<file path="config.mk">
export PLATFORM = sky130hd
export DESIGN_NAME = pulse_chain_top
export DESIGN_NICKNAME = d
export VERILOG_FILES = /design/src/verilog/pulse_pkg.sv /design/src/verilog/pulse_chain_top.sv /design/src/verilog/pulse_slice.sv
export VERILOG_INCLUDE_DIRS = /design/src /design/src/verilog
export SDC_FILE = /design/constraint.sdc
export NUM_CORES = 2
export LEC_CHECK = 0
export CAP_MARGIN = 20
export CELL_PAD_IN_SITES_DETAIL_PLACEMENT = 0
export CELL_PAD_IN_SITES_GLOBAL_PLACEMENT = 1
export CORE_ASPECT_RATIO = 1.4
export CORE_UTILIZATION = 52
export DETAILED_ROUTE_END_ITERATION = 12
export DONT_BUFFER_PORTS = 1
export PLACE_DENSITY = 0.84
export SETUP_SLACK_MARGIN = 0.5
export SYNTH_ARGS = -nofsm -noshare
export SYNTH_HDL_FRONTEND = slang
export SYNTH_SLANG_ARGS = --single-unit
</file>
<file path="constraint.sdc">
create_clock -name clk_sys -period 33.2 [get_ports clk_sys]
set_clock_uncertainty 0.05 [all_clocks]
set_input_delay 6.64 -clock clk_sys [delete_from_list [all_inputs] [get_ports clk_sys]]
set_output_delay 6.64 -clock clk_sys [all_outputs]
set_load 0.01 [all_outputs]
</file>
<file path="src/verilog/pulse_defs.svh">
// Offsets, field positions, reset values and divider masks of the pulse array
`ifndef PULSE_DEFS_SVH
`define PULSE_DEFS_SVH

// Geometry
`define GROUP_COUNT      6
`define CH_PER_GROUP     4
`define BYTE_W           8

// Register map, word addresses on the register port
`define OFS_CTRL         8'h00
`define OFS_LOW          8'h20
`define OFS_HIGH         8'h40
`define OFS_START        8'h60
`define OFS_LEVEL        8'h61
`define OFS_BLOCK_MASK   8'he0

// Control word fields
`define CTRL_CLK_LSB     0
`define CTRL_MODE_LSB    2
`define CTRL_SRC_LSB     4

// Reset values
`define CTRL_FIELD_RESET 2'h0
`define WIDTH_RESET      8'h00

// Divider masks: one count per 1, 4, 16, 64 clocks
`define DIV_MASK_1       6'h00
`define DIV_MASK_4       6'h03
`define DIV_MASK_16      6'h0f
`define DIV_MASK_64      6'h3f

`endif

</file>
<file path="src/verilog/pulse_pkg.sv">
// Types shared by the pulse channel array
package pulse_pkg;

  typedef enum logic [1:0] {
    ST_IDLE = 2'h0,
    ST_LOW  = 2'h1,
    ST_HIGH = 2'h3
  } slice_state_t;

  typedef enum logic [1:0] {
    MODE_BYTE       = 2'h0,
    MODE_BYTE_CHAIN = 2'h1,
    MODE_WORD       = 2'h2,
    MODE_WORD_CHAIN = 2'h3
  } chain_mode_t;

  typedef enum logic [1:0] {
    SRC_SOFTWARE = 2'h0,
    SRC_GATE     = 2'h1,
    SRC_TIMING   = 2'h2
  } start_src_t;

endpackage

</file>
<file path="src/verilog/pulse_chain_top.sv">
// Pulse channel array with per-pair chaining mode and prescaler chaining
//
// The register addresses and the address-and-strobe port were left to the implementer.
`timescale 1ns/100ps
`include "pulse_defs.svh"
// Overview of operation
// - Every channel has its own counter, 16-bit on even and 8-bit on odd channels, and channels can be joined for longer counts.
// - Independent byte mode runs each channel alone with 8-bit widths.
// - Joined word mode makes a pair one generator with a 16-bit counter and 16-bit widths.
// - Byte-chained mode makes one channel a prescaler that clocks the other channel.
// - A chained output side counts down on both edges of the prescaler output.
// - Word-chained mode builds two 16-bit counters, one prescaler and one output side.
// - The mode field lives only on even channels and sets that channel and the next odd one.
// - Channels form groups of four at bases 0 to 20, all offering the same modes.
// - Mode 00 is two byte generators, 01 is odd prescaler into even, 10 is one word pair.
// - In word chaining the base pair is the output side and the pair above is its prescaler.
// - Even independent or joined channels take any start source, all others software only.
// - The clock select gives one count per 1, 4, 16 or 64 clocks.
// - A joined pair uses one clock select; chained output sides ignore theirs.
// - Each level lasts the count period times the reload value plus one.

module pulse_chain_top #(
  parameter int GROUPS = `GROUP_COUNT
) (
  input  wire logic                           clk_sys,
  input  wire logic                           resetn,
  input  wire logic [7:0]                     reg_addr,
  input  wire logic [31:0]                    reg_wdata,
  input  wire logic                           reg_wr,
  input  wire logic                           reg_rd,
  output logic      [31:0]                    reg_rdata,
  input  wire logic [GROUPS*`CH_PER_GROUP-1:0] gate_start,
  input  wire logic [GROUPS*`CH_PER_GROUP-1:0] timing_start,
  output logic      [GROUPS*`CH_PER_GROUP-1:0] pulse_out
);

  localparam int NCH = GROUPS * `CH_PER_GROUP;

  logic           rst_meta;
  logic           rst_n;
  logic [5:0]     div;
  logic [NCH-1:0] software_start_bit;
  logic [NCH-1:0] level;
  logic [NCH-1:0] level_d;
  logic [NCH-1:0] run;
  logic [7:0]     ctrl_rd [NCH];
  logic [7:0]     low_rd  [NCH];
  logic [7:0]     high_rd [NCH];
  logic [31:0]    next_rdata;

  // Reset release through two flops
  always_ff @(posedge clk_sys or negedge resetn) begin
    if (!resetn) begin
      rst_meta <= 1'b0;
      rst_n    <= 1'b0;
    end else begin
      rst_meta <= 1'b1;
      rst_n    <= rst_meta;
    end
  end

  // Free-running divider shared by all channels
  always_ff @(posedge clk_sys or negedge rst_n) begin
    if (!rst_n) begin
      div <= '0;
    end else begin
      div <= div + 1'b1;
    end
  end

  function automatic logic div_tick(input logic [1:0] sel, input logic [5:0] cnt);
    logic [5:0] mask;
    mask = `DIV_MASK_1;
    case (sel)
      2'h0:    mask = `DIV_MASK_1;
      2'h1:    mask = `DIV_MASK_4;
      2'h2:    mask = `DIV_MASK_16;
      default: mask = `DIV_MASK_64;
    endcase
    return (cnt & mask) == mask;
  endfunction

  always_ff @(posedge clk_sys or negedge rst_n) begin
    if (!rst_n) begin
      software_start_bit <= '0;
    end else if (reg_wr && reg_addr == `OFS_START) begin
      software_start_bit <= reg_wdata[NCH-1:0];
    end
  end

  // Output and edge history come straight from flops
  always_ff @(posedge clk_sys or negedge rst_n) begin
    if (!rst_n) begin
      pulse_out <= '0;
      level_d   <= '0;
    end else begin
      pulse_out <= level;
      level_d   <= level;
    end
  end

  for (genvar c = 0; c < NCH; c++) begin : ch
    localparam int PE  = c - (c % 2);
    localparam int GB  = c - (c % 4);
    localparam int POS = c % 4;
    localparam bit ODD = (c % 2) == 1;
    localparam int W   = ODD ? `BYTE_W : 2 * `BYTE_W;

    pulse_pkg::chain_mode_t mode;
    pulse_pkg::start_src_t  src;
    logic [1:0]             clk_sel;
    logic [7:0]             low_w;
    logic [7:0]             high_w;
    logic                   word_chain;
    logic                   wide;
    logic                   idle;
    logic                   chain_out;
    logic                   prescaler;
    logic                   ext_ok;
    logic                   edge_in;
    logic                   tick;
    logic                   hit_ctrl;
    logic [W-1:0]           low_n;
    logic [W-1:0]           high_n;

    assign hit_ctrl   = reg_wr && reg_addr == 8'(`OFS_CTRL + c);

    always_ff @(posedge clk_sys or negedge rst_n) begin
      if (!rst_n) begin
        clk_sel <= `CTRL_FIELD_RESET;
        low_w   <= `WIDTH_RESET;
        high_w  <= `WIDTH_RESET;
      end else begin
        if (hit_ctrl) begin
          clk_sel <= reg_wdata[`CTRL_CLK_LSB +: 2];
        end
        if (reg_wr && reg_addr == 8'(`OFS_LOW + c)) begin
          low_w <= reg_wdata[7:0];
        end
        if (reg_wr && reg_addr == 8'(`OFS_HIGH + c)) begin
          high_w <= reg_wdata[7:0];
        end
      end
    end

    if (ODD) begin : g_odd
      // Odd channels hold no mode or source field
      assign mode    = pulse_pkg::MODE_BYTE;
      assign src     = pulse_pkg::SRC_SOFTWARE;
      assign edge_in = 1'b0;
      assign low_n   = low_w;
      assign high_n  = high_w;
    end else begin : g_even
      logic group_busy;

      assign group_busy = |run[GB+3:GB];
      always_ff @(posedge clk_sys or negedge rst_n) begin
        if (!rst_n) begin
          mode <= pulse_pkg::chain_mode_t'(`CTRL_FIELD_RESET);
          src  <= pulse_pkg::start_src_t'(`CTRL_FIELD_RESET);
        end else if (hit_ctrl) begin
          src <= pulse_pkg::start_src_t'(reg_wdata[`CTRL_SRC_LSB +: 2]);
          // Mode is frozen while any channel of the group runs
          if (!group_busy) begin
            mode <= pulse_pkg::chain_mode_t'(reg_wdata[`CTRL_MODE_LSB +: 2]);
          end
        end
      end
      // Prescaler is the odd partner, or the upper pair in word chaining
      assign edge_in = word_chain ? (level[GB+2] ^ level_d[GB+2])
                                  : (level[c+1] ^ level_d[c+1]);
      // Joined widths take the odd partner's byte as the upper half
      assign low_n  = wide ? {ch[c+1].low_w, low_w} : {8'h00, low_w};
      assign high_n = wide ? {ch[c+1].high_w, high_w} : {8'h00, high_w};
    end

    // A lone 11 in either field decodes as independent bytes
    always_comb begin
      word_chain = ch[GB].mode == pulse_pkg::MODE_WORD_CHAIN &&
                   ch[GB+2].mode == pulse_pkg::MODE_WORD_CHAIN;
      idle      = 1'b0;
      wide      = 1'b0;
      chain_out = 1'b0;
      prescaler = 1'b0;
      if (word_chain) begin
        if (POS == 0) begin
          wide      = 1'b1;
          chain_out = 1'b1;
        end else if (POS == 2) begin
          wide      = 1'b1;
          prescaler = 1'b1;
        end else begin
          idle = 1'b1;
        end
      end else begin
        case (ch[PE].mode)
          pulse_pkg::MODE_BYTE_CHAIN: begin
            prescaler = ODD;
            chain_out = !ODD;
          end
          pulse_pkg::MODE_WORD: begin
            idle = ODD;
            wide = !ODD;
          end
          default: begin
            idle = 1'b0;
          end
        endcase
      end
    end

    // External starts only on even independent or joined channels
    assign ext_ok = !ODD && !chain_out && !prescaler && !idle;

    always_comb begin
      run[c] = software_start_bit[c];
      if (idle) begin
        run[c] = 1'b0;
      end else if (ext_ok && src == pulse_pkg::SRC_GATE) begin
        run[c] = gate_start[c];
      end else if (ext_ok && src == pulse_pkg::SRC_TIMING) begin
        run[c] = timing_start[c];
      end
    end

    // Chained output side ignores its clock select
    assign tick = chain_out ? edge_in : div_tick(clk_sel, div);

    pulse_slice #(
      .WIDTH (W)
    ) u_slice (
      .clk_sys    (clk_sys),
      .rst_n      (rst_n),
      .run        (run[c]),
      .tick       (tick),
      .low_width  (low_n),
      .high_width (high_n),
      .level      (level[c])
    );

    assign ctrl_rd[c] = {2'h0, 2'(src), 2'(mode), clk_sel};
    assign low_rd[c]  = low_w;
    assign high_rd[c] = high_w;
  end

  // Read mux; unmapped addresses read zero
  always_comb begin
    next_rdata = '0;
    if (reg_addr[4:0] < 5'(NCH)) begin
      case (reg_addr & `OFS_BLOCK_MASK)
        `OFS_CTRL: next_rdata = {24'h000000, ctrl_rd[reg_addr[4:0]]};
        `OFS_LOW:  next_rdata = {24'h000000, low_rd[reg_addr[4:0]]};
        `OFS_HIGH: next_rdata = {24'h000000, high_rd[reg_addr[4:0]]};
        default:   next_rdata = '0;
      endcase
    end
    if (reg_addr == `OFS_START) begin
      next_rdata = 32'(software_start_bit);
    end else if (reg_addr == `OFS_LEVEL) begin
      next_rdata = 32'(level);
    end
  end

  // Data stand only in the cycle after the read strobe
  always_ff @(posedge clk_sys or negedge rst_n) begin
    if (!rst_n) begin
      reg_rdata <= '0;
    end else begin
      reg_rdata <= reg_rd ? next_rdata : '0;
    end
  end

endmodule // pulse_chain_top

</file>
<file path="src/verilog/pulse_slice.sv">
// One pulse counter: low phase then high phase, reloaded on each underflow
`timescale 1ns/100ps

module pulse_slice #(
  parameter int WIDTH = 16
) (
  input  wire logic             clk_sys,
  input  wire logic             rst_n,
  input  wire logic             run,
  input  wire logic             tick,
  input  wire logic [WIDTH-1:0] low_width,
  input  wire logic [WIDTH-1:0] high_width,
  output logic                  level
);

  pulse_pkg::slice_state_t state;
  logic [WIDTH-1:0]        count;
  logic                    expire;

  assign expire = tick && (count == '0);

  always_ff @(posedge clk_sys or negedge rst_n) begin
    if (!rst_n) begin
      state <= pulse_pkg::ST_IDLE;
    end else if (!run) begin
      // Stopping forces the low level even mid count
      state <= pulse_pkg::ST_IDLE;
    end else begin
      case (state)
        pulse_pkg::ST_IDLE: state <= pulse_pkg::ST_LOW;
        pulse_pkg::ST_LOW:  if (expire) state <= pulse_pkg::ST_HIGH;
        pulse_pkg::ST_HIGH: if (expire) state <= pulse_pkg::ST_LOW;
        default:            state <= pulse_pkg::ST_IDLE;
      endcase
    end
  end

  // Each level holds for (width + 1) ticks
  always_ff @(posedge clk_sys or negedge rst_n) begin
    if (!rst_n) begin
      count <= '0;
    end else if (!run || state == pulse_pkg::ST_IDLE) begin
      count <= low_width;
    end else if (tick) begin
      if (count != '0) begin
        count <= count - 1'b1;
      end else if (state == pulse_pkg::ST_LOW) begin
        count <= high_width;
      end else begin
        count <= low_width;
      end
    end
  end

  assign level = (state == pulse_pkg::ST_HIGH);

endmodule // pulse_slice

</file>
==> impl_results.md <==
* Worst Hold Launch: rst_meta
* Minimum clock period at 9.60 ns
* Die area at 105000 sq um
* Gpl congestion at 0.979
* Slew headroom at 22.6%
* Setup TNS at 0 ns
* Reg-to-Reg Start: rst_n
* Worst setup path start: reg_addr[7]
* 1st-iter DRT viols at 3946
* Worst-Skew Late Latency at 0.73 ns
* Synth unique cells at 101
* Synth cell count leaders: 896 x dfrtp_1, 590 x mux2_2, 492 x nand2_1
* H-tree depth at 3
* Clock root cell: clkbuf_16
* Critical path fanouts, max at 12
* CP Capture Type: flop
* Worst-path clk slew at 0.06 ns
* Vias in the first global route at 42000
* Synthesized area at 53700 sq um
* Maximum clock insertion buffer count at 3
* Slew Limit Fails at 0
* CTS Buf Count at 93
* Synth area leader: dfrtp_1
* Req. time, crit path at 33.74 ns
* Yosys top cell area share at 41.8%
* Postcts setup bufs at 0
* Top cells by area in the synthesized netlist: dfrtp_1 42%, mux2_2 12%, mux2i_1 5.7%
* Worst vdd ir at 0.0000449 V
* Top Ports at 148
* Number of synthesized flops with an enable pin at 0
* Min-delay worst type: reg2reg
* Total Wirelength at 175000 um
* Final #Nets at 5258
* Ys Warns at 0
* Share of cells above drive strength 1 at 20.3%
* Worst slew pin tran at 1.16 ns
* Initial Utilization at 52.4%
* Die X at 274 um
* Remaining global-route overflow at 0
* Core area at 102000 sq um
* Chip height at 382 um
* Gr usage total at 33.4%
* Max Cap Violations at 0
* Register area share after synthesis at 41.8%
* Fraction of registers with async set or reset after synthesis at 100%
* Clock Sinks at 896
* Fmax at 0.104 GHz
* Post-Synthesis Cells at 5277
* Avg Inst Size Synth at 10.2 sq um
* Drt via density at 6.52
* DP HPWL at 123000 um
* Worst setup SP type: primary input
* Total number of vias at 42600
* Final ANT Viol Nets at 0
* Residual DRC at 0
* Layout area overhead at 7.91%
* PostCTS Resize Cnt at 0
* RSZ-0062 raised after global routing: no
* Most frequent cell after synthesis: dfrtp_1
* CTS tree: built
* First-pass GRT wire length at 264000 um
* Seq cells post-synth at 896
* Layout Utilization at 56.5%
* Status: completed
* Fin. Hold Viols at 0
* # setup viols final at 0
* Worst EP arrival at 10.14 ns
* # rows at 139
* Flop2flop setup slack at 29.05 ns
* Wire length per cell at 26.7 um
* Synth Flop Type: dfrtp_1
* First-pass DRT Iterations at 6
* CTS Hold Bufs at 0
* Initial antenna violation count at 14
* Leak pwr at 26.0 nW
* CP Class: in2reg
* Period utilization at 28.9%
* Largest net degree at the start of global routing at 181
* Power Density at 52.2 nW/um^2
* Port bufs at 0
[state kept, by name, indices dropped and copies added (netlist names)]
register	cells
reg_rdata	24
ch.low_n	96
ch.high_w	96
ch.high_n	96
ch.low_w	96
ch.u_slice.state	48
ch.src	24
rst_meta	1
rst_n	1
ch.u_slice.count	288
ch.mode	24
software_start_bit	24
div	6
ch.clk_sel	48
level_d	24
[through the flow]
stage | cell area, sq um | cells | hold WS (ns) | power (mW) | worst slack (ns)
global placement | 54500 | 6349 | 0.283 | 1.88 | 22.98
finish | 57900 | 6539 | 0.299 | 3.02 | 23.60
floorplan | 53700 | 5284 | 0.281 | 1.76 | 6.33
detailed placement | 54500 | 6353 | 0.287 | 1.89 | 23.02
global route | 57900 | 6533 | 0.324 | 3.15 | 23.58
CTS | 57800 | 6521 | 0.303 | 3.03 | 23.76
[per-layer routing]
layer,global-route usage [%],vias to the layer above,share of wire (%)
met4,20.7,10,6.7
met2,55.0,1589,48
met3,6.29,492,6.9
met5,0,-,0.036
met1,40.1,21500,38
li1,-,19000,-
[layout make-up]
type / instances / area, sq um
Tap cell: 1339 / 1680
Inverter: 111 / 417
Multi-Input combinational cell: 3943 / 29500
Clock buffer: 119 / 2650
Sequential cell: 896 / 22400
Fill cell: 8893 / 44500
Antenna cell: 10 / 25.0
Timing Repair Buffer: 72 / 592
Clock inverter: 49 / 638
[worst max-delay path, stage by stage]
cell,delay (ns)
nor3b_2,0.73
nor2b_1,0.78
and2_1,0.86
nand4_1,0.62
mux2_2,0.48
[cells by family (layout without fill, tap and decap cells)]
kind of cell    count (synthesis)  after routing  synth area share, %
fa+ha+maj                      49             49                 1.14
compound gates               1096           1096                 13.2
flops                         896            896                 41.8
simple gates                 1601           1601                 14.6
other cells                     2             19               0.0140
buf+inv                       445            351                 3.45
xor+xnor                      178            178                 2.90
mux                          1010           1010                 22.9
[final timing paths]
check / end / depth (start not counted)
min in group asynchronous: ch[23].u_slice.count[1] / 0
min reg2reg: rst_n / 0
max reg2reg: ch[0].u_slice.count[11] / 4
max in group asynchronous: rst_n / 0
max: ch[11].low_n[1] / 5
min: rst_n / 0
[layout by cell type (no fill, tap or decap), types with 17 or more instances in the layout]
cell / instances
o21ai_1: 17
clkinv_2: 19
nor2_1: 399
mux2_2: 590
nand3b_1: 37
o211ai_1: 55
nand4_1: 29
o22ai_1: 63
and2_1: 48
a32oi_1: 20
nor3_1: 116
mux2i_1: 304
inv_1: 111
or3_1: 26
ha_1: 49
o21ai_0: 215
xor2_1: 100
a31oi_1: 90
nor2b_1: 55
a22oi_1: 50
a211oi_1: 49
dfrtp_1: 895
nand2b_1: 41
a21boi_0: 43
xnor2_1: 78
a21bo_2: 18
nand2_1: 491
nand3_1: 133
or4_1: 22
a21oi_1: 279
o31ai_1: 21
or2_2: 21
buf_4: 67
clkbuf_16: 96
and3_1: 32
a211o_1: 22
mux4_2: 116
nor4_1: 53
[report_power, final]
group	leakage [nW]	total (mW)	switching [mW]	internal (mW)
combinational	12.2	0.666	0.380	0.286
clock	1.60	1.14	0.475	0.666
sequential	12.3	1.22	0.0758	1.14
Power figures use the tool's default switching activity.
